$ cat config.mk
export PLATFORM = sky130hd
export DESIGN_NAME = urt_port
export DESIGN_NICKNAME = d
export VERILOG_FILES = /design/src/design/urt_pkg.sv /design/src/design/urt_strm_if.sv /design/src/design/urt_fifo.sv /design/src/design/urt_baud.sv /design/src/design/urt_port.sv
export VERILOG_INCLUDE_DIRS = /design/src /design/src/design
export SDC_FILE = /design/constraint.sdc
export NUM_CORES = 1
export LEC_CHECK = 0
export ABC_CLOCK_PERIOD_IN_PS = 4200
export BUFFER_PORTS_ARGS = -buffer_cell sky130_fd_sc_hd__buf_2
export CORE_MARGIN = 8
export CORE_UTILIZATION = 40
export CTS_BUF_LIST = sky130_fd_sc_hd__clkbuf_2 sky130_fd_sc_hd__clkbuf_4 sky130_fd_sc_hd__clkbuf_8
export CTS_CLUSTER_SIZE = 25
export DETAILED_ROUTE_END_ITERATION = 10
export GPL_TIMING_DRIVEN = 0
export PLACE_DENSITY_LB_ADDON = 0.05
export RECOVER_POWER = 100
export SYNTH_ARGS = -nofsm -noshare
export SYNTH_HDL_FRONTEND = slang
export SYNTH_HIERARCHICAL = 1
export SYNTH_SLANG_ARGS = --single-unit
export TNS_END_PERCENT = 100
$ cat constraint.sdc
create_clock -name clk -period 4.2 [get_ports clk]
set_input_delay 0.84 -clock clk [delete_from_list [all_inputs] [get_ports clk]]
set_output_delay 0.84 -clock clk [all_outputs]
set_load 0.03 [all_outputs]
$ cat src/design/urt_defines.svh
/*
 * Constants of the serial port: timing, register offsets, field
 * positions and reset values.
 * Assumes a 200 MHz system clock and an 8-bit register address.
 */
`ifndef URT_DEFINES_SVH
`define URT_DEFINES_SVH

// ==========================================================
// Timing
`define URT_CLK_PERIOD_NS 5
`define URT_CLK_HZ        (1000000000 / `URT_CLK_PERIOD_NS)
`define URT_MS_NS         1000000
`define URT_MS_CYC        (`URT_MS_NS / `URT_CLK_PERIOD_NS)
`define URT_OVS_LAST      4'hF
`define URT_OVS_MID       4'h7

// ==========================================================
// Limits
`define URT_BAUD_MIN      20'h0012C
`define URT_BAUD_MAX      20'hE1000
`define URT_DLY_MAX       7'h64

// ==========================================================
// Register offsets
`define URT_A_CTRL        8'h00
`define URT_A_BAUD        8'h04
`define URT_A_RTSDLY      8'h08
`define URT_A_TXDATA      8'h0C
`define URT_A_RXDATA      8'h10
`define URT_A_STATUS      8'h14

// ==========================================================
// Fields
`define URT_CTRL_MODE     1:0
`define URT_CTRL_FLOW     3:2
`define URT_CTRL_DBITS    5:4
`define URT_CTRL_PAR      8:6
`define URT_CTRL_STOP2    9
`define URT_CTRL_FIFO     10
`define URT_DLY_ON        6:0
`define URT_DLY_OFF       22:16

// ==========================================================
// Reset values
`define URT_CTRL_RST      11'h430
`define URT_BAUD_RST      20'h02580
`define URT_DLY_RST       7'h00

`endif

$ cat src/design/urt_pkg.sv
/*
 * Types of the serial port: line modes, flow control, parity and
 * the transmit and receive states.
 * Assumes nothing beyond a SystemVerilog compiler.
 */
package urt_pkg;
  // ========================================================
  // Configuration encodings
  typedef enum logic [1:0] {
    URT_RS232, URT_RS422, URT_RS485_2W, URT_RS485_4W
  } urt_mode_t;
  typedef enum logic [1:0] {
    URT_FLOW_NONE, URT_FLOW_RTSCTS, URT_FLOW_TOGGLE, URT_FLOW_RSVD
  } urt_flow_t;
  typedef enum logic [2:0] {
    URT_PAR_NONE, URT_PAR_ODD, URT_PAR_EVEN, URT_PAR_MARK, URT_PAR_SPACE
  } urt_par_t;
  // ========================================================
  // State machines
  typedef enum logic [2:0] {
    TX_IDLE, TX_RTS_ON, TX_START, TX_DATA, TX_PAR, TX_STOP, TX_RTS_OFF
  } urt_tx_st_t;
  typedef enum logic [2:0] {
    RX_IDLE, RX_START, RX_DATA, RX_PAR, RX_STOP
  } urt_rx_st_t;
endpackage

$ cat src/design/urt_strm_if.sv
/*
 * Valid/ready stream carrier between the port's own modules.
 * Assumes both ends sit on the same clock.
 */
`timescale 1ns/1ps
interface urt_strm_if #(parameter int W = 8);
  logic [W-1:0] data;
  logic         valid;
  logic         ready;
  modport src (output data, output valid, input ready);
  modport snk (input data, input valid, output ready);
endinterface

$ cat src/design/urt_fifo.sv
/*
 * Character FIFO with valid/ready on both sides.
 * Assumes one clock; single limits it to one entry.
 */
`timescale 1ns/1ps
module urt_fifo #(
  parameter int W = 8,
  parameter int D = 8
) (
  // Clock and reset
  input wire logic clk,
  input wire logic nrst,
  // Mode
  input wire logic single,
  // Streams
  urt_strm_if.snk  in_s,
  urt_strm_if.src  out_s
);
  localparam int AW = $clog2(D);
  logic [W-1:0] mem [D];
  logic [AW:0]  wp_ff;
  logic [AW:0]  rp_ff;
  logic         full;
  logic         empty;
  logic         push;
  logic         pop;

  // ==========================================================
  // Flags
  assign empty = (wp_ff == rp_ff);
  assign full  = (wp_ff[AW] != rp_ff[AW]) &&
                 (wp_ff[AW-1:0] == rp_ff[AW-1:0]);
  // Single-entry mode trades throughput for latency
  assign in_s.ready  = !full && (!single || empty);
  assign out_s.valid = !empty;
  assign out_s.data  = mem[rp_ff[AW-1:0]];
  assign push = in_s.valid && in_s.ready;
  assign pop  = out_s.valid && out_s.ready;

  // ==========================================================
  // Pointers and storage
  always_ff @(posedge clk) begin
    if (!nrst) begin
      wp_ff <= '0;
      rp_ff <= '0;
    end else begin
      if (push) wp_ff <= wp_ff + 1'b1;
      if (pop) rp_ff <= rp_ff + 1'b1;
    end
  end

  always_ff @(posedge clk) begin
    if (push) mem[wp_ff[AW-1:0]] <= in_s.data;
  end
endmodule // urt_fifo

$ cat src/design/urt_baud.sv
/*
 * Sixteen-times oversampling tick from a rate in bits per second.
 * Assumes rate stays within the supported range.
 */
`timescale 1ns/1ps
`include "urt_defines.svh"
module urt_baud (
  // Clock and reset
  input  wire logic        clk,
  input  wire logic        nrst,
  // Rate
  input  wire logic [19:0] rate,
  // Tick
  output logic             tick_ff
);
  localparam logic [27:0] HZ = 28'(`URT_CLK_HZ);
  logic [27:0] acc_ff;
  logic [27:0] sum;
  logic        wrap;

  // ==========================================================
  // Phase accumulator; any rate works, not just standard ones
  assign sum  = acc_ff + {4'h0, rate, 4'h0};
  assign wrap = (sum >= HZ);

  always_ff @(posedge clk) begin
    if (!nrst) begin
      acc_ff  <= '0;
      tick_ff <= 1'b0;
    end else begin
      acc_ff  <= wrap ? sum - HZ : sum;
      tick_ff <= wrap;
    end
  end
endmodule // urt_baud

$ cat src/design/urt_port.sv
/*
 * Serial port with line modes, framing, FIFOs and RTS toggle.
 * Assumes a 200 MHz clock, a one-cycle register strobe port and
 * external transceivers selected by line_mode.
 */
// Strobed register access and the placing of the registers were decided locally.
`timescale 1ns/1ps
`include "urt_defines.svh"

// Functional notes
// One of four line modes per port
// Any bit rate between bounds accepted
// Five to eight data bits, parity, stops
// Switchable buffer; off gives minimum latency
// RTS toggle only in RS-232 mode
// Assert RTS, wait on delay, then send
// After last character wait, then drop RTS
// RTS low while nothing queued
// On and off delays zero to 100 ms
// CTS low holds off next character
module urt_port import urt_pkg::*; #(
  parameter int MS_CYC = `URT_MS_CYC
) (
  // Clock and reset
  input  wire logic        clk,
  input  wire logic        nrst,
  // Register port
  input  wire logic [7:0]  addr,
  input  wire logic [31:0] wdata,
  input  wire logic        wr_stb,
  input  wire logic        rd_stb,
  output logic      [31:0] rdata,
  // Serial pins
  input  wire logic        rxd,
  input  wire logic        cts,
  output logic             txd,
  output logic             txd_oe_n,
  output logic             rts,
  output logic             rx_en_n,
  output logic      [1:0]  line_mode
);
  // ==========================================================
  // Declarations
  logic [10:0] ctrl_ff;
  logic [19:0] baud_ff;
  logic [6:0]  on_dly_ff;
  logic [6:0]  off_dly_ff;
  logic        rxd_s1_ff, rxd_s2_ff, cts_s1_ff, cts_s2_ff;
  logic        ovr_ff, perr_ff, ferr_ff, drop_ff;
  logic        nxt_ovr, nxt_perr, nxt_ferr, nxt_drop;
  logic        tick;
  urt_mode_t   mode;
  urt_flow_t   flow;
  urt_par_t    ptype;
  logic [2:0]  last_bit;
  logic        tog, cts_ok, two_wire;
  logic        sel_ctrl, sel_baud, sel_dly, sel_tx, sel_rx, sel_st;
  logic [31:0] rd_mux;
  // Transmitter
  urt_tx_st_t  tx_st_ff, nxt_tx_st;
  logic [7:0]  tx_sh_ff, nxt_tx_sh;
  logic [2:0]  tx_bit_ff, nxt_tx_bit;
  logic [3:0]  tx_ovs_ff, nxt_tx_ovs;
  logic        tx_par_ff, nxt_tx_par, tx_stp_ff, nxt_tx_stp;
  logic [6:0]  ms_ff, nxt_ms;
  logic [17:0] cyc_ff, nxt_cyc;
  logic        rtog_ff, nxt_rtog, nxt_txd, tx_pop, tx_bit_end, tx_act;
  // Receiver
  urt_rx_st_t  rx_st_ff, nxt_rx_st;
  logic [7:0]  rx_sh_ff, nxt_rx_sh;
  logic [2:0]  rx_bit_ff, nxt_rx_bit;
  logic [3:0]  rx_ovs_ff, nxt_rx_ovs;
  logic        rx_push_ff, nxt_rx_push, rx_line, rx_mid, rx_perr, rx_ferr;

  urt_strm_if #(.W(8)) tx_in ();
  urt_strm_if #(.W(8)) tx_out ();
  urt_strm_if #(.W(8)) rx_in ();
  urt_strm_if #(.W(8)) rx_out ();

  // ==========================================================
  // Functions
  function automatic logic par_bit(input logic [7:0] d,
                                   input logic [2:0] lb,
                                   input urt_par_t   pt);
    logic x;
    x = 1'b0;
    for (int i = 0; i < 8; i++) begin
      if (3'(i) <= lb) x = x ^ d[i];
    end
    case (pt)
      URT_PAR_ODD:  par_bit = ~x;
      URT_PAR_EVEN: par_bit = x;
      URT_PAR_MARK: par_bit = 1'b1;
      default:      par_bit = 1'b0;
    endcase
  endfunction

  function automatic logic [6:0] clamp_dly(input logic [6:0] v);
    clamp_dly = (v > `URT_DLY_MAX) ? `URT_DLY_MAX : v;
  endfunction

  function automatic logic [19:0] clamp_baud(input logic [19:0] v);
    if (v < `URT_BAUD_MIN) clamp_baud = `URT_BAUD_MIN;
    else if (v > `URT_BAUD_MAX) clamp_baud = `URT_BAUD_MAX;
    else clamp_baud = v;
  endfunction

  // ==========================================================
  // Configuration decode
  assign mode     = urt_mode_t'(ctrl_ff[`URT_CTRL_MODE]);
  assign flow     = (mode == URT_RS232) ?
                    urt_flow_t'(ctrl_ff[`URT_CTRL_FLOW]) :
                    URT_FLOW_NONE;
  assign tog      = (flow == URT_FLOW_TOGGLE);
  assign cts_ok   = (flow != URT_FLOW_RTSCTS) || cts_s2_ff;
  assign ptype    = urt_par_t'(ctrl_ff[`URT_CTRL_PAR]);
  assign last_bit = {1'b1, ctrl_ff[`URT_CTRL_DBITS]};
  assign two_wire = (mode == URT_RS485_2W);

  assign sel_ctrl = (addr == `URT_A_CTRL);
  assign sel_baud = (addr == `URT_A_BAUD);
  assign sel_dly  = (addr == `URT_A_RTSDLY);
  assign sel_tx   = (addr == `URT_A_TXDATA);
  assign sel_rx   = (addr == `URT_A_RXDATA);
  assign sel_st   = (addr == `URT_A_STATUS);

  // ==========================================================
  // Registers written by software
  always_ff @(posedge clk) begin
    if (!nrst) begin
      ctrl_ff    <= `URT_CTRL_RST;
      baud_ff    <= `URT_BAUD_RST;
      on_dly_ff  <= `URT_DLY_RST;
      off_dly_ff <= `URT_DLY_RST;
    end else if (wr_stb) begin
      if (sel_ctrl) ctrl_ff <= wdata[10:0];
      if (sel_baud) baud_ff <= clamp_baud(wdata[19:0]);
      if (sel_dly) begin
        on_dly_ff  <= clamp_dly(wdata[`URT_DLY_ON]);
        off_dly_ff <= clamp_dly(wdata[`URT_DLY_OFF]);
      end
    end
  end

  // ==========================================================
  // Pin synchronisers
  always_ff @(posedge clk) begin
    if (!nrst) begin
      rxd_s1_ff <= 1'b1;
      rxd_s2_ff <= 1'b1;
      cts_s1_ff <= 1'b0;
      cts_s2_ff <= 1'b0;
    end else begin
      rxd_s1_ff <= rxd;
      rxd_s2_ff <= rxd_s1_ff;
      cts_s1_ff <= cts;
      cts_s2_ff <= cts_s1_ff;
    end
  end

  // ==========================================================
  // Buffers and bit clock
  assign tx_in.data   = wdata[7:0];
  assign tx_in.valid  = wr_stb && sel_tx;
  assign tx_out.ready = tx_pop;
  assign rx_in.data   = rx_sh_ff;
  assign rx_in.valid  = rx_push_ff;
  assign rx_out.ready = rd_stb && sel_rx;

  urt_fifo #(.W(8), .D(8)) u_tx_fifo (
    .clk    (clk),
    .nrst   (nrst),
    .single (!ctrl_ff[`URT_CTRL_FIFO]),
    .in_s   (tx_in),
    .out_s  (tx_out)
  );

  urt_fifo #(.W(8), .D(8)) u_rx_fifo (
    .clk    (clk),
    .nrst   (nrst),
    .single (!ctrl_ff[`URT_CTRL_FIFO]),
    .in_s   (rx_in),
    .out_s  (rx_out)
  );

  urt_baud u_baud (
    .clk     (clk),
    .nrst    (nrst),
    .rate    (baud_ff),
    .tick_ff (tick)
  );

  // ==========================================================
  // Transmitter
  assign tx_bit_end = tick && (tx_ovs_ff == `URT_OVS_LAST);
  assign tx_act = (nxt_tx_st == TX_START) || (nxt_tx_st == TX_DATA) ||
                  (nxt_tx_st == TX_PAR) || (nxt_tx_st == TX_STOP);

  always_comb begin
    nxt_tx_st  = tx_st_ff;
    nxt_tx_sh  = tx_sh_ff;
    nxt_tx_bit = tx_bit_ff;
    nxt_tx_ovs = tick ? tx_ovs_ff + 4'h1 : tx_ovs_ff;
    nxt_tx_par = tx_par_ff;
    nxt_tx_stp = tx_stp_ff;
    nxt_ms     = ms_ff;
    nxt_cyc    = cyc_ff;
    nxt_rtog   = rtog_ff;
    nxt_txd    = txd;
    tx_pop     = 1'b0;
    // Millisecond countdown shared by both RTS delays
    if ((tx_st_ff == TX_RTS_ON || tx_st_ff == TX_RTS_OFF) &&
        ms_ff != 7'h00) begin
      nxt_cyc = cyc_ff + 18'h00001;
      if (cyc_ff == 18'(MS_CYC - 1)) begin
        nxt_cyc = '0;
        nxt_ms  = ms_ff - 7'h01;
      end
    end
    case (tx_st_ff)
      TX_IDLE: begin
        nxt_txd  = 1'b1;
        nxt_rtog = 1'b0;
        if (tx_out.valid && cts_ok) begin
          if (tog) begin
            nxt_rtog  = 1'b1;
            nxt_ms    = on_dly_ff;
            nxt_cyc   = '0;
            nxt_tx_st = TX_RTS_ON;
          end else begin
            tx_pop     = 1'b1;
            nxt_tx_sh  = tx_out.data;
            nxt_tx_par = par_bit(tx_out.data, last_bit, ptype);
            nxt_tx_ovs = 4'h0;
            nxt_txd    = 1'b0;
            nxt_tx_st  = TX_START;
          end
        end
      end
      TX_RTS_ON: begin
        if (ms_ff == 7'h00) begin
          tx_pop     = 1'b1;
          nxt_tx_sh  = tx_out.data;
          nxt_tx_par = par_bit(tx_out.data, last_bit, ptype);
          nxt_tx_ovs = 4'h0;
          nxt_txd    = 1'b0;
          nxt_tx_st  = TX_START;
        end
      end
      TX_START: begin
        if (tx_bit_end) begin
          nxt_txd    = tx_sh_ff[0];
          nxt_tx_sh  = {1'b0, tx_sh_ff[7:1]};
          nxt_tx_bit = 3'h0;
          nxt_tx_st  = TX_DATA;
        end
      end
      TX_DATA: begin
        if (tx_bit_end) begin
          if (tx_bit_ff == last_bit) begin
            nxt_tx_stp = ctrl_ff[`URT_CTRL_STOP2];
            if (ptype != URT_PAR_NONE) begin
              nxt_txd   = tx_par_ff;
              nxt_tx_st = TX_PAR;
            end else begin
              nxt_txd   = 1'b1;
              nxt_tx_st = TX_STOP;
            end
          end else begin
            nxt_txd    = tx_sh_ff[0];
            nxt_tx_sh  = {1'b0, tx_sh_ff[7:1]};
            nxt_tx_bit = tx_bit_ff + 3'h1;
          end
        end
      end
      TX_PAR: begin
        if (tx_bit_end) begin
          nxt_txd   = 1'b1;
          nxt_tx_st = TX_STOP;
        end
      end
      TX_STOP: begin
        if (tx_bit_end) begin
          if (tx_stp_ff) begin
            nxt_tx_stp = 1'b0;
          end else if (rtog_ff && tx_out.valid) begin
            // Back-to-back characters keep RTS up
            tx_pop     = 1'b1;
            nxt_tx_sh  = tx_out.data;
            nxt_tx_par = par_bit(tx_out.data, last_bit, ptype);
            nxt_tx_ovs = 4'h0;
            nxt_txd    = 1'b0;
            nxt_tx_st  = TX_START;
          end else if (rtog_ff) begin
            nxt_ms    = off_dly_ff;
            nxt_cyc   = '0;
            nxt_tx_st = TX_RTS_OFF;
          end else begin
            nxt_tx_st = TX_IDLE;
          end
        end
      end
      TX_RTS_OFF: begin
        if (ms_ff == 7'h00) begin
          nxt_rtog  = 1'b0;
          nxt_tx_st = TX_IDLE;
        end
      end
      default: nxt_tx_st = TX_IDLE;
    endcase
  end

  always_ff @(posedge clk) begin
    if (!nrst) begin
      tx_st_ff  <= TX_IDLE;
      tx_sh_ff  <= '0;
      tx_bit_ff <= '0;
      tx_ovs_ff <= '0;
      tx_par_ff <= 1'b0;
      tx_stp_ff <= 1'b0;
      ms_ff     <= '0;
      cyc_ff    <= '0;
      rtog_ff   <= 1'b0;
    end else begin
      tx_st_ff  <= nxt_tx_st;
      tx_sh_ff  <= nxt_tx_sh;
      tx_bit_ff <= nxt_tx_bit;
      tx_ovs_ff <= nxt_tx_ovs;
      tx_par_ff <= nxt_tx_par;
      tx_stp_ff <= nxt_tx_stp;
      ms_ff     <= nxt_ms;
      cyc_ff    <= nxt_cyc;
      rtog_ff   <= nxt_rtog;
    end
  end

  // ==========================================================
  // Receiver; a two-wire bus hears its own echo, so it is muted
  assign rx_line = rxd_s2_ff || rx_en_n;
  assign rx_mid  = tick && (rx_ovs_ff == `URT_OVS_LAST);

  always_comb begin
    nxt_rx_st   = rx_st_ff;
    nxt_rx_sh   = rx_sh_ff;
    nxt_rx_bit  = rx_bit_ff;
    nxt_rx_ovs  = tick ? rx_ovs_ff + 4'h1 : rx_ovs_ff;
    nxt_rx_push = 1'b0;
    rx_perr     = 1'b0;
    rx_ferr     = 1'b0;
    case (rx_st_ff)
      RX_IDLE: begin
        nxt_rx_ovs = 4'h0;
        if (!rx_line) nxt_rx_st = RX_START;
      end
      RX_START: begin
        if (tick && rx_ovs_ff == `URT_OVS_MID) begin
          nxt_rx_ovs = 4'h0;
          nxt_rx_sh  = '0;
          nxt_rx_bit = 3'h0;
          nxt_rx_st  = rx_line ? RX_IDLE : RX_DATA;
        end
      end
      RX_DATA: begin
        if (rx_mid) begin
          nxt_rx_sh[rx_bit_ff] = rx_line;
          nxt_rx_bit = rx_bit_ff + 3'h1;
          if (rx_bit_ff == last_bit) begin
            nxt_rx_st = (ptype != URT_PAR_NONE) ? RX_PAR : RX_STOP;
          end
        end
      end
      RX_PAR: begin
        if (rx_mid) begin
          rx_perr   = rx_line != par_bit(rx_sh_ff, last_bit, ptype);
          nxt_rx_st = RX_STOP;
        end
      end
      RX_STOP: begin
        if (rx_mid) begin
          rx_ferr     = !rx_line;
          nxt_rx_push = 1'b1;
          nxt_rx_st   = RX_IDLE;
        end
      end
      default: nxt_rx_st = RX_IDLE;
    endcase
  end

  always_ff @(posedge clk) begin
    if (!nrst) begin
      rx_st_ff   <= RX_IDLE;
      rx_sh_ff   <= '0;
      rx_bit_ff  <= '0;
      rx_ovs_ff  <= '0;
      rx_push_ff <= 1'b0;
    end else begin
      rx_st_ff   <= nxt_rx_st;
      rx_sh_ff   <= nxt_rx_sh;
      rx_bit_ff  <= nxt_rx_bit;
      rx_ovs_ff  <= nxt_rx_ovs;
      rx_push_ff <= nxt_rx_push;
    end
  end

  // ==========================================================
  // Sticky status; a new event wins over a clear
  assign nxt_ovr  = (rx_push_ff && !rx_in.ready) ||
                    (ovr_ff && !(wr_stb && sel_st && wdata[3]));
  assign nxt_perr = rx_perr || (perr_ff && !(wr_stb && sel_st && wdata[4]));
  assign nxt_ferr = rx_ferr || (ferr_ff && !(wr_stb && sel_st && wdata[5]));
  assign nxt_drop = (tx_in.valid && !tx_in.ready) ||
                    (drop_ff && !(wr_stb && sel_st && wdata[8]));

  always_comb begin
    rd_mux = '0;
    case (1'b1)
      sel_ctrl: rd_mux = {21'h000000, ctrl_ff};
      sel_baud: rd_mux = {12'h000, baud_ff};
      sel_dly:  rd_mux = {9'h000, off_dly_ff, 9'h000, on_dly_ff};
      sel_rx:   rd_mux = {23'h000000, rx_out.valid, rx_out.data};
      sel_st:   rd_mux = {23'h000000, drop_ff, cts_s2_ff, rts, ferr_ff,
                          perr_ff, ovr_ff, rx_out.valid,
                          (tx_st_ff != TX_IDLE), tx_in.ready};
      default:  rd_mux = '0;
    endcase
  end

  // ==========================================================
  // Registered outputs
  always_ff @(posedge clk) begin
    if (!nrst) begin
      ovr_ff    <= 1'b0;
      perr_ff   <= 1'b0;
      ferr_ff   <= 1'b0;
      drop_ff   <= 1'b0;
      rdata     <= '0;
      txd       <= 1'b1;
      txd_oe_n  <= 1'b0;
      rts       <= 1'b0;
      rx_en_n   <= 1'b0;
      line_mode <= 2'h0;
    end else begin
      ovr_ff    <= nxt_ovr;
      perr_ff   <= nxt_perr;
      ferr_ff   <= nxt_ferr;
      drop_ff   <= nxt_drop;
      rdata     <= rd_stb ? rd_mux : 32'h00000000;
      txd       <= nxt_txd;
      txd_oe_n  <= two_wire && !tx_act;
      rx_en_n   <= two_wire && tx_act;
      line_mode <= mode;
      case (flow)
        URT_FLOW_TOGGLE: rts <= nxt_rtog;
        URT_FLOW_RTSCTS: rts <= rx_in.ready;
        default:         rts <= (mode == URT_RS232);
      endcase
    end
  end
endmodule // urt_port

After elaboration in Yosys (flattened, before gate mapping)
Memories as Yosys holds them, arrays and structs flattened. A register that Yosys moved wholly into a read port is not among the register bits. Cells that the tools add are included.

Reduce and logical (&&, ||, !) cells: 83. Multiply operators: 0. Bitwise gates (word level): 34. Div/mod/pow operators: 0. Muxes and demuxes: 257. Equality and inequality tests: 56. $add $sub $neg: 12. Order comparisons: 15. Shifts and indexed selects: 0.

Operators with widths (number): two-way mux 1 bit (159); two-way mux 18 bit (8); two-way mux 8 bit (11); two-way mux 3 bit (27); two-way mux 7 bit (10); two-way mux 20 bit (3); case mux 8 bit (5 select lines) (1); two-way mux 4 bit (9); case mux 18 bit (2 select lines) (1); inequality test 2 bit, second input constant (16); logical AND 1 bit (30); adder 28 x 24 -> 28 bit (1); >= comparator 28 bit, second input constant (1); two-way mux 28 bit (1); subtractor 28 bit, second input constant (1); XOR 1 bit (28); adder 4 x 1 -> 4 bit, second input constant (6); equality test 3 x 2 -> 1 bit, second input constant (8); two-way mux 23 bit (1); case mux 3 bit (7 select lines) (1); greater-than comparator 20 bit, second input constant (1); less-than comparator 20 x 9 -> 1 bit, second input constant (1); adder 18 x 1 -> 18 bit, second input constant (1); equality test 18 bit, second input constant (1); 57 further kinds (130).

Register bits after elaboration: 201. Bits in latches: 0. Memory bits (writable): 128. Input port bits: 46. Memories: 2. Word-level logic and storage cells: 500. Output and inout bits: 38. Memory bits (read-only): 0.

Memories: u_rx_fifo.mem (depth 8, bits a word 8, read ports 1, clocked after memory_dff 1, wr ports 1, line urt_fifo.sv:20) `logic [W-1:0] mem [D];`; u_tx_fifo.mem (depth 8, bits a word 8, read ports 1, clocked after memory_dff 1, wr ports 1, line urt_fifo.sv:20).

Longest topological paths before layout
Gate-level depths: netlist of run 1.

Word-level depth: 55. Mapped depth: 13. Gate-level depth less buffers: 11.

Modules after synthesis
The synthesis of run 1 kept the hierarchy.

Modules (own cells, without submodules): urt_port (area an instance 7095.6 sq um, instances 1, seq. area each 2942.8 sq um, cells each 837); urt_fifo (area an instance 3056.7 sq um, instances 2, seq. area each 2142.1 sq um, cells each 161); urt_baud (area an instance 2622.5 sq um, instances 1, seq. area each 500.5 sq um, cells each 348).

Worst setup path before layout of run 1
OpenSTA, ideal clock, no wires.

Path kind: input -> register. From: input port addr[7]. To: memory u_tx_fifo.mem[1][0], enable pin. Required time: 3.802 ns. Data arrival time: 3.120 ns. Slack: 0.682 ns. Stages on the path: 5. Buffers on the path: 0. Library setup time: 0.398 ns. Cell sequence: or4_1 -> nor4b_2 -> and3_1 -> o21ai_1 -> nor4b_1.

Cells in the longest elaborated chain, start to end: 5.

RTL lines: start: declaration (line urt_port.sv:28) `input wire logic [7:0] addr,`; equality test 8 x 4 -> 1 bit (no line); logical AND 1 bit (line urt_port.sv:164) `assign tx_in.valid = wr_stb && sel_tx;`; net tx_in.valid (line urt_strm_if.sv:8) `logic valid;`; logical AND 1 bit (line urt_fifo.sv:37) `assign push = in_s.valid && in_s.ready;`; two-way mux 1 bit (line urt_fifo.sv:53) `if (push) mem[wp_ff[AW-1:0]] <= in_s.data;`; two-way mux 1 bit (implied by the code) (line urt_fifo.sv:53); end: declaration (line urt_fifo.sv:20).

The timed path passes the listed nets, and every way through them passes these cells.

Worst setup path in the final report of run 1
From: register baud_ff[0]. To: register u_baud.acc_ff[16].

Cells in the longest elaborated chain, start to end: 3. Elaborated cells on any way between the ends: 4. Those cells by class: add/sub: 2; order compare: 1; mux: 1.

RTL lines: start: declaration (line urt_port.sv:45) `logic [19:0] baud_ff;`; start signal: assignment (line urt_port.sv:132) `` baud_ff <= `URT_BAUD_RST; ``; start signal: assignment (line urt_port.sv:137) `if (sel_baud) baud_ff <= clamp_baud(wdata[19:0]);`; adder 28 x 24 -> 28 bit * (line urt_baud.sv:23) `assign sum = acc_ff + {4'h0, rate, 4'h0};`; subtractor 28 bit / >= comparator 28 bit (equally long branches) (line urt_baud.sv:31, urt_baud.sv:24); two-way mux 28 bit * (line urt_baud.sv:31) `acc_ff <= wrap ? sum - HZ : sum;`; end signal: assignment (line urt_baud.sv:31); end: declaration (line urt_baud.sv:17) `logic [27:0] acc_ff;`.

Every way passes the cells marked *; elsewhere a longest branch is shown, timed or not. A chain may end at the register's enable or synchronous reset.

==> results of run 1 <==
-- repair_timing --
item | CTS | global route
endpoints found under the setup margin | 0 | 9
resized for setup | 0 | 4
hold buffers | 0 | 0
buffers inserted | 0 | 1
-- worst max-delay path, cell delays in order (launching register included) --
cell and delay [ns]:
dfxtp_1 0.36, ha_1 0.28, fa_1 0.45, a211oi_2 0.26, o211ai_1 0.24, a2111oi_2 0.35
a311oi_1 0.16, a31o_4 0.29, o311a_4 0.37, o31a_1 0.33, buf_6 0.15, or4_1 0.39
a21oi_1 0.25
-- cell usage in the layout (no fill, tap or decap), drive strengths merged, types with 28 or more instances in the layout --
| master | count |
|---|---|
| mux2 | 33 |
| clkbuf | 181 |
| mux4 | 32 |
| and2 | 28 |
| nor2 | 132 |
| nor3 | 33 |
| nand2 | 148 |
| xnor2 | 34 |
| a21oi | 97 |
| ha | 34 |
| edfxtp | 128 |
| nand3 | 64 |
| inv | 33 |
| buf | 70 |
| dfxtp | 194 |
| o21ai | 50 |
| xor2 | 32 |
-- final timing paths --
path | to | slack (ns) | start
max | u_baud/acc_ff[16]$_SDFF_PN0_ | 0.21 | baud_ff[0]$_SDFFE_PN0P_
min | rxd_s1_ff$_SDFF_PN1_ | 0.39 | rxd
max reg2reg | u_baud/acc_ff[16]$_SDFF_PN0_ | 0.21 | baud_ff[0]$_SDFFE_PN0P_
min reg2reg | rxd_s2_ff$_SDFF_PN1_ | 0.41 | rxd_s1_ff$_SDFF_PN1_
-- routing by layer --
metal	share of wire, %	vias to the layer above
met5	0	-
met3	5.5	93
met4	3.6	0
li1	-	5865
met1	46	5791
met2	45	321
-- power by group --
group	total, mW	internal [mW]	switching (mW)
sequential	3.27	3.26	0.0114
combinational	0.392	0.124	0.267
clock	2.90	1.62	1.28
total	6.56	5.00	1.56
-- sequential cells by signal, indices dropped and copies added, names as in the netlist, 8 cells and up, named ones only --
name,flops
u_tx_fifo/mem,64
rdata,23
u_rx_fifo/mem,64
baud_ff,20
ctrl_ff,11
tx_sh_ff,8
rx_in.data,8
cyc_ff,18
u_baud/acc_ff,24
-- per-stage QoR --
step           utilization [%]  instances  setup WS (ns)  hold slack (ns)  cell area [um^2]
2_1_floorplan                -       1515          0.682            0.386             15900
3_3_place_gp              42.8       2104         -0.417            0.394             16800
3_5_place_dp              43.1       2112         0.0695            0.392             16900
4_1_cts                   45.9       2213          0.153            0.332             18100
5_1_grt                   45.3       2214         0.0143            0.373             17800
6_report                  45.3       2214          0.212            0.391             17800
-- logic make-up (layout without fill, tap and decap cells) --
kind of cell               Yosys count  in the layout  share of synthesized area, %
AOI/OAI and AO/OA                  311            311                          14.0
xor gates and xnor gates            67             67                          4.08
adders and majority gates           35             35                          2.81
buffers and inverters              126            300                          3.76
DFF                                322            322                          48.8
muxes                               90             90                          8.48
other                                1              9                        0.0237
and+or+nand+nor                    555            555                          18.1
-- cell type report --
type,count,area (um^2),share of cell area (%)
plain buffers,93,450,2.52
clock buffers,85,1030,5.75
clock inverters,16,111,0.624
inverters,33,124,0.694
multi-input cells,1067,7440,41.7
flip-flops and latches,322,7730,43.3
well taps,525,657,3.68
repair buffers,73,307,1.72
==> run summary, run 1 <==
## Outcome
* outcome: finished, violations left
* failing checks: capacitance limit, slew limit

## Critical path
* startpoint type of the worst setup path: flip-flop
* CP arrival: 4.51 ns
* worst setup path category: reg -> reg
* critical path peak fanout: 10
* required time of the critical path: 4.72 ns
* Critical Path Sink Type: flip-flop
* length in cells of the worst reg-to-reg path: 12

## Routing
* total via count in the routed design: 12100
* violation count after the first detailed-routing iteration: 878
* Total Wirelength: 43800 um
* average routed wire per standard cell: 19.8 um
* post-detailed-route DRC marker count: 0
* post-route ant nets: 0
* vias per cell: 5.45
* First-pass DRT Iterations: 6

## Cells and area
* area delta synth->final: 12.7%
* count of nets after finishing: 1727
* fraction of final layout cells sized beyond drive strength 1: 15.7%
* total of fill cells in the finished design: 3893
* antenna cell count: 0

## GRT
* global routing usage on met3: 3.61%
* GRT Resource Usage Total: 18.7%
* initial antenna violation count: 0
* first-pass GRT wire length: 68800 um
* met1 capacity usage during global routing: 25.3%
* vias in the first global route: 12000
* met2 GRT Util: 28.9%
* grt peak-use layer: met2
* GR Overflow Total: 0
* maximum number of pins on one net before global-route repair: 16

## Pwr
* Tot Pwr: 6.56 mW
* areal power density over the cells: 367 mW/mm^2
* worst-case vdd ir drop: 0.000190 V
* leakage dissipation: 6.21 nW

## Timing
* actual slew at the worst max-slew pin: 1.84 ns
* final setup violating endpoints: 0
* crit path time final: 3.99 ns
* Final Skew: 0.0211 ns
* RSZ-0062 raised after global routing: no
* worst rel slew slack: -23.5%
* Final Slew Violations: 20
* share of the clock period used by the worst path: 95.0%
* total negative slack for setup checks: 0 ns
* maximum frequency from static timing analysis: 251 MHz
* final hold violation count: 0

## CTS
* CTS root buf: clkbuf_8
* clock transition at the register clock pins on the worst setup and hold paths after CTS: 0.06 ns
* maximum clock path buffer count: 3
* clock tree from TritonCTS: built
* H-tree levels: 2
* clock sink total: 322
* number of buffers inserted during clock tree synthesis: 56
* latest clock arrival within the worst-skew pair: 0.64 ns

## Synth
* Cell Area, Synth: 0.0158 mm^2
* Synth top cells by count: dfxtp_1, nand2_1, nor2_1
* portion of synthesized cell area occupied by the leading cell type: 24.5%
* most frequently used flop master after synthesis: dfxtp_1
* post-synthesis cell count: 1507
* cell taking the most area after synthesis: dfxtp_1
* library cell with the highest instance count after synthesis: dfxtp_1
* Unique masters post-synth: 104
* mean instance size in the synthesized netlist: 10.5 um^2
* dominant cells by area after synthesis: dfxtp_1, edfxtp_1, mux4_2
* register bit total from synthesis: 322
* number of synthesized flops with an enable pin: 128
* total number of yosys warnings: 6
* sequential element share of the synthesized area: 48.8%
* fraction of synthesis flops using an asynchronous set or reset pin: 0%

## Floorplanning
* starting utilization of the core area: 40.2%
* I/O pin count: 84
* die area: 0.0462 mm^2
* vertical die dimension: 215 um
* Core Box Area: 0.0394 mm^2
* Die X: 215 um
* row count: 73

## Placed design
* Post-DP HPWL: 31900 um
* gp weighted congestion: 0.855
* count of port buffers added during placement: 64

## Worst hold path
* Hold Path Cell Cnt: 2
* worst min-delay path class: in -> reg

## Flow run
* max-cap check violation count: 2

(Power assumes the default switching activity.)
==> run 2, diff against run 1 <==
--- a/config.mk
+++ b/config.mk
@@ -8,6 +8,9 @@
 export LEC_CHECK = 0
 export ABC_CLOCK_PERIOD_IN_PS = 4200
 export BUFFER_PORTS_ARGS = -buffer_cell sky130_fd_sc_hd__buf_2
+export CELL_PAD_IN_SITES_DETAIL_PLACEMENT = 0
+export CELL_PAD_IN_SITES_GLOBAL_PLACEMENT = 1
+export CORE_ASPECT_RATIO = 1.1
 export CORE_MARGIN = 8
 export CORE_UTILIZATION = 40
 export CTS_BUF_LIST = sky130_fd_sc_hd__clkbuf_2 sky130_fd_sc_hd__clkbuf_4 sky130_fd_sc_hd__clkbuf_8
@@ -16,6 +19,7 @@
 export GPL_TIMING_DRIVEN = 0
 export PLACE_DENSITY_LB_ADDON = 0.05
 export RECOVER_POWER = 100
+export REMOVE_ABC_BUFFERS = 1
 export SYNTH_ARGS = -nofsm -noshare
 export SYNTH_HDL_FRONTEND = slang
 export SYNTH_HIERARCHICAL = 1
==> run summary, run 2 (synthesized netlist as in run 1, its figures left out) <==
## Floorplanning
* row count: 76, +4.1%
* vertical die dimension: 225 um, +4.5%
* I/O pin count: 84, unchanged
* starting utilization of the core area: 40.5%, +0.29 points
* Die X: 206 um, -4.3%
* die area: 0.0462 mm^2, about the same
* Core Box Area: 0.0391 mm^2, -0.72%

## Placed design
* gp weighted congestion: 0.792, -7.4%
* Post-DP Area: 0.0165 mm^2, -2.7%
* Post-DP HPWL: 29800 um, -6.4%
* count of port buffers added during placement: 65, +1.6%
* Placed Instances: 2004, -5.1%

## CTS
* H-tree levels: 2, unchanged
* number of buffers inserted during clock tree synthesis: 57, +1.8%
* maximum clock path buffer count: 3, unchanged
* clock tree from TritonCTS: built
* CTS root buf: clkbuf_8
* latest clock arrival within the worst-skew pair: 0.64 ns, about the same
* clock transition at the register clock pins on the worst setup and hold paths after CTS: 0.07 ns, about the same
* clock sink total: 322, unchanged

## Cells and area
* area delta synth->final: 11.2%
* count of nets after finishing: 1643, -4.9%
* total of fill cells in the finished design: 3778, -3.0%
* fraction of final layout cells sized beyond drive strength 1: 14.8%, -0.90 points
* post-route cell area: 0.0176 mm^2, -1.3%
* number of standard cells in the layout, taps in and fillers out: 2117, -4.4%
* commonest cells after routing, fill and taps aside: dfxtp_1, nand2_1, nor2_1, edfxtp_1, a21oi_1
* leading cell type in the layout, fill and taps excluded: dfxtp_1

## Flow run
* max-cap check violation count: 3, +1

## Critical path
* CP arrival: 4.55 ns, +0.04 ns
* reg-to-reg startpoint: baud_ff[0]$_SDFFE_PN0P_
* startpoint type of the worst setup path: flip-flop
* worst setup path startpoint: baud_ff[0]$_SDFFE_PN0P_
* critical path peak fanout: 20, +10
* crit-path cells: ha_1, fa_1, a211oi_2, o211ai_1, a21oi_2, xnor2_1, nand4_1, o311a_4, o31a_4, or4_1, a21oi_1
* worst setup path category: reg -> reg
* critical path's largest stage delay: 0.49 ns, +0.04 ns
* slowest stage cell, crit path: or4_1
* required time of the critical path: 4.73 ns, about the same
* Critical Path Sink Type: flip-flop

## Worst hold path
* worst min-delay path class: in -> reg
* HP Start: rxd

## Routing
* average routed wire per standard cell: 20.0 um, +0.99%
* total via count in the routed design: 11500, -4.6%
* Total Wirelength: 42300 um, -3.4%
* violation count after the first detailed-routing iteration: 661, -25%
* vias per cell: 5.44, -0.24%
* post-route ant nets: 0, unchanged
* post-detailed-route DRC marker count: 0, unchanged
* First-pass DRT Iterations: 7, +1

## Timing
* crit path time final: 4.02 ns, +0.0312 ns
* actual slew at the worst max-slew pin: 1.78 ns, -0.0647 ns
* maximum frequency from static timing analysis: 249 MHz, -0.78%
* total negative slack for setup checks: 0 ns, unchanged
* Final Skew: 0.0210 ns, -0.000107 ns
* worst rel slew slack: -19.3%, +4.1 points
* Final Slew Violations: 23, +15%
* final hold violation count: 0, unchanged
* share of the clock period used by the worst path: 95.7%, +0.74 points
* final setup violating endpoints: 0, unchanged

## Outcome
* failing checks: capacitance limit, slew limit
* outcome: finished, violations left

## GRT
* GR Overflow Total: 0, unchanged
* initial antenna violation count: 0, unchanged
* GRT Resource Usage Total: 18.1%, -0.60 points
* first-pass GRT wire length: 65300 um, -5.0%
* maximum number of pins on one net before global-route repair: 73, +57
* vias in the first global route: 11400, -5.3%

## Pwr
* areal power density over the cells: 394 mW/mm^2, +7.2%
* leakage dissipation: 6.09 nW, -1.9%
* worst-case vdd ir drop: 0.000279 V, +47%

## run 2: changes by cell type in the layout (fill, tap and decap cells not counted), moves of 5 or more
cell | before | now
bufinv_16 | 1 | 8
clkbuf_1 | 95 | 46
clkbuf_4 | 23 | 12
buf_4 | 12 | 7
buf_2 | 52 | 28
clkinv_2 | 6 | 12
## run 2: critical path, delay by kind of cell (launching register included)
kind            cells  cell delay, ns
compound gates      6            1.86
xor+xnor            1            0.24
fa+ha+maj           2            0.70
flops               1            0.34
simple gates        2            0.78
## run 2: what timing repair did
item,in CTS,in global routing
pin swaps,0,6
hold buffers,0,0
endpoints found under the setup margin,4,7
resized for setup,1,5
cloned,0,0
hold endpoints to repair,0,0
setup buffers,0,6
## run 2: stage by stage
| step | power [mW] | hold slack, ns | setup WS [ns] | utilization, % |
|---|---|---|---|---|
| final | 6.94 | 0.390 | 0.180 | 45.1 |
| after global routing | 7.21 | 0.341 | -0.00284 | 45.1 |
| after CTS | 7.04 | 0.333 | 0.00944 | 45.5 |
| after detailed placement | 3.69 | 0.400 | -0.0577 | 42.2 |
| after global placement | 3.69 | 0.395 | -0.294 | 41.8 |
| after floorplan | 3.56 | 0.386 | 0.615 | - |
## run 2: cell type report
type                            count  area (um^2)  area share, %
Clock inverter                     32          353           2.00
Tap cell                          507          634           3.60
Inverter                           33          124          0.703
Clock buffer                       74          943           5.36
Timing Repair Buffer               81          365           2.07
Antenna cell                        1         2.50         0.0142
Multi-Input combinational cell   1067         7460           42.4
Sequential cell                   322         7730           43.9
## run 2: report_power, final
group	leakage, nW	total (mW)	switching, mW	internal [mW]
Combinational	2.68	0.362	0.247	0.116
Clock	0.677	3.30	1.34	1.96
Sequential	2.73	3.27	0.0152	3.26
Total	6.09	6.94	1.60	5.33
## run 2: worst paths after layout
kind	to	slack (ns)	cells past startpoint
worst max register to register	u_baud/acc_ff[17]$_SDFF_PN0_	0.18	11
worst max-delay path	u_baud/acc_ff[17]$_SDFF_PN0_	0.18	11
worst min register to register	rxd_s2_ff$_SDFF_PN1_	0.41	1
worst min-delay path	rxd_s1_ff$_SDFF_PN1_	0.39	2
## run 2: per-layer routing
layer / up-vias / part of all wire [%] / GRT usage, %
met4: 0 / 3.0 / 6.48
met3: 66 / 4.2 / 3.22
met2: 219 / 49 / 30.1
met1: 5541 / 44 / 23.3
met5: - / 0 / 0
li1: 5687 / - / -
==> run 3, diff against run 2 <==
--- a/config.mk
+++ b/config.mk
@@ -18,7 +18,7 @@
 export DETAILED_ROUTE_END_ITERATION = 10
 export GPL_TIMING_DRIVEN = 0
 export PLACE_DENSITY_LB_ADDON = 0.05
-export RECOVER_POWER = 100
+export RECOVER_POWER = 50
 export REMOVE_ABC_BUFFERS = 1
 export SYNTH_ARGS = -nofsm -noshare
 export SYNTH_HDL_FRONTEND = slang
==> run summary, run 3 (synthesized netlist as in run 1, its figures left out) <==
## Outcome
* outcome: finished, violations left
* failing checks: capacitance limit

## Timing
* worst rel slew slack: 0.241%, +20 points
* Final Slew Violations: 0, -100%
* share of the clock period used by the worst path: 95.9%, +0.24 points
* crit path time final: 4.03 ns, +0.00990 ns
* Final Skew: 0.0208 ns, -0.000255 ns
* final setup violating endpoints: 0, unchanged
* total negative slack for setup checks: 0 ns, unchanged
* final-layout worst hold slack: 0.390 ns, -0.000456 ns
* maximum frequency from static timing analysis: 248 MHz, -0.25%
* final hold violation count: 0, unchanged
* actual slew at the worst max-slew pin: 1.50 ns, -0.280 ns

## Floorplanning
* starting utilization of the core area: 40.5%, unchanged
* vertical die dimension: 225 um, unchanged
* die area: 0.0462 mm^2, unchanged
* Core Box Area: 0.0391 mm^2, unchanged
* I/O pin count: 84, unchanged
* row count: 76, unchanged
* Die X: 206 um, unchanged

## CTS
* latest clock arrival within the worst-skew pair: 0.64 ns, about the same
* number of buffers inserted during clock tree synthesis: 57, unchanged
* maximum clock path buffer count: 3, unchanged
* clock transition at the register clock pins on the worst setup and hold paths after CTS: 0.07 ns, about the same
* clock tree from TritonCTS: built
* cts-stage hold buffer count: 0, unchanged
* CTS root buf: clkbuf_8
* clock sink total: 322, unchanged
* H-tree levels: 2, unchanged

## Placed design
* Post-DP HPWL: 29800 um, unchanged
* gp weighted congestion: 0.792, unchanged
* count of port buffers added during placement: 65, unchanged

## GRT
* initial antenna violation count: 0, unchanged
* vias in the first global route: 11400, unchanged
* maximum number of pins on one net before global-route repair: 73, unchanged
* GRT Resource Usage Total: 18.1%, unchanged
* GR Overflow Total: 0, unchanged
* first-pass GRT wire length: 65300 um, unchanged

## Pwr
* worst-case vdd ir drop: 0.000280 V, +0.41%
* leakage dissipation: 6.15 nW, +0.94%
* areal power density over the cells: 391 mW/mm^2, -0.69%
* Tot Pwr: 6.94 mW, about the same

## Flow run
* max-cap check violation count: 1, -2

## Routing
* total via count in the routed design: 11500, -0.0087%
* vias per cell: 5.44, about the same
* post-route ant nets: 0, unchanged
* violation count after the first detailed-routing iteration: 650, -1.7%
* First-pass DRT Iterations: 5, -2
* average routed wire per standard cell: 20.0 um, about the same
* Total Wirelength: 42300 um, about the same
* post-detailed-route DRC marker count: 0, unchanged

## Critical path
* critical path peak fanout: 20, unchanged
* critical path's largest stage delay: 0.49 ns, about the same
* crit-path cells: ha_1, fa_1, a211oi_2, o211ai_1, a21oi_2, xnor2_1, nand4_1, o311a_4, o31a_4, or4_1, a21oi_1
* Critical Path Sink Type: flip-flop
* crit-path leading delay family: compound AO/OA/AOI/OAI gates
* CP arrival: 4.56 ns, about the same
* worst setup path category: reg -> reg
* required time of the critical path: 4.73 ns, about the same
* slowest stage cell, crit path: or4_1
* buffers and inverters on the worst path: 0, unchanged
* startpoint type of the worst setup path: flip-flop

## Cells and area
* fraction of final layout cells sized beyond drive strength 1: 16.6%, +1.8 points
* area delta synth->final: 12.1%
* area taken by multi-input logic gates: 0.00756 mm^2, +1.3%
* commonest cells after routing, fill and taps aside: dfxtp_1, nand2_1, nor2_1, edfxtp_1, a21oi_1
* leading cell type in the layout, fill and taps excluded: dfxtp_1
* total of fill cells in the finished design: 3745, -0.87%
* count of nets after finishing: 1643, unchanged
* antenna cell count: 0, -1
* combined flip-flop and latch cell area: 0.00773 mm^2, unchanged

## Worst hold path
* worst min-delay path class: in -> reg

[run 3: changes by cell type in the layout (fill, tap and decap cells not counted), sizes merged]
cell    previous run  this run
diode              1         0
buf               35        44
clkbuf           120       111
[run 3: final timing paths]
kind | start | to | slack (ns) | depth (start not counted)
setup / recovery | baud_ff[0]$_SDFFE_PN0P_ | u_baud/acc_ff[17]$_SDFF_PN0_ | 0.17 | 11
hold reg to reg | rxd_s1_ff$_SDFF_PN1_ | rxd_s2_ff$_SDFF_PN1_ | 0.41 | 1
hold / removal | rxd | rxd_s1_ff$_SDFF_PN1_ | 0.39 | 2
setup reg to reg | baud_ff[0]$_SDFFE_PN0P_ | u_baud/acc_ff[17]$_SDFF_PN0_ | 0.17 | 11
[run 3: metrics by stage]
stage	cell area (um^2)	std cells	setup WS [ns]	utilization (%)
3_3_place_gp	16300	1994	-0.294	41.8
3_5_place_dp	16500	2004	-0.0577	42.2
2_1_floorplan	15400	1422	0.615	-
5_1_grt	17700	2116	-0.00284	45.4
6_report	17700	2116	0.170	45.4
4_1_cts	17800	2110	0.00944	45.5
[run 3: worst reg2reg max path: cells and delay by family (launching register included)]
kind                     cells  cell delay [ns]
AO/OA/AOI/OAI                6             1.86
AND/OR/NAND/NOR              2             0.78
adder cells (fa/ha/maj)      2             0.69
flip-flops                   1             0.34
XOR/XNOR                     1             0.24
[run 3: power by group]
part           total [mW]  leakage, nW  internal, mW  switching (mW)
combinational       0.365         2.74         0.117           0.248
sequential           3.27         2.73          3.26          0.0153
clock                3.30        0.677          1.96            1.34
[run 3: area by class of cell]
type	count	share of cell area (%)
flip-flops and latches	322	43.6
multi-input cells	1067	42.6
clock buffers	74	5.32
well taps	507	3.58
repair buffers	81	2.25
clock inverters	32	1.99
inverters	33	0.698
[run 3: per-layer routing]
metal  GRT usage [%]  share of wire [%]  vias up
li1                -                  -     5685
met1            23.3                 45     5543
met5               0                  0        -
met2            30.1                 49      215
met4            6.48                3.0        0
met3            3.22                3.7       69
[run 3: repair_timing]
item                                    CTS  global route
resized for setup                         1             5
pin swaps                                 0             6
endpoints found under the setup margin    4             7
setup buffers                             0             6
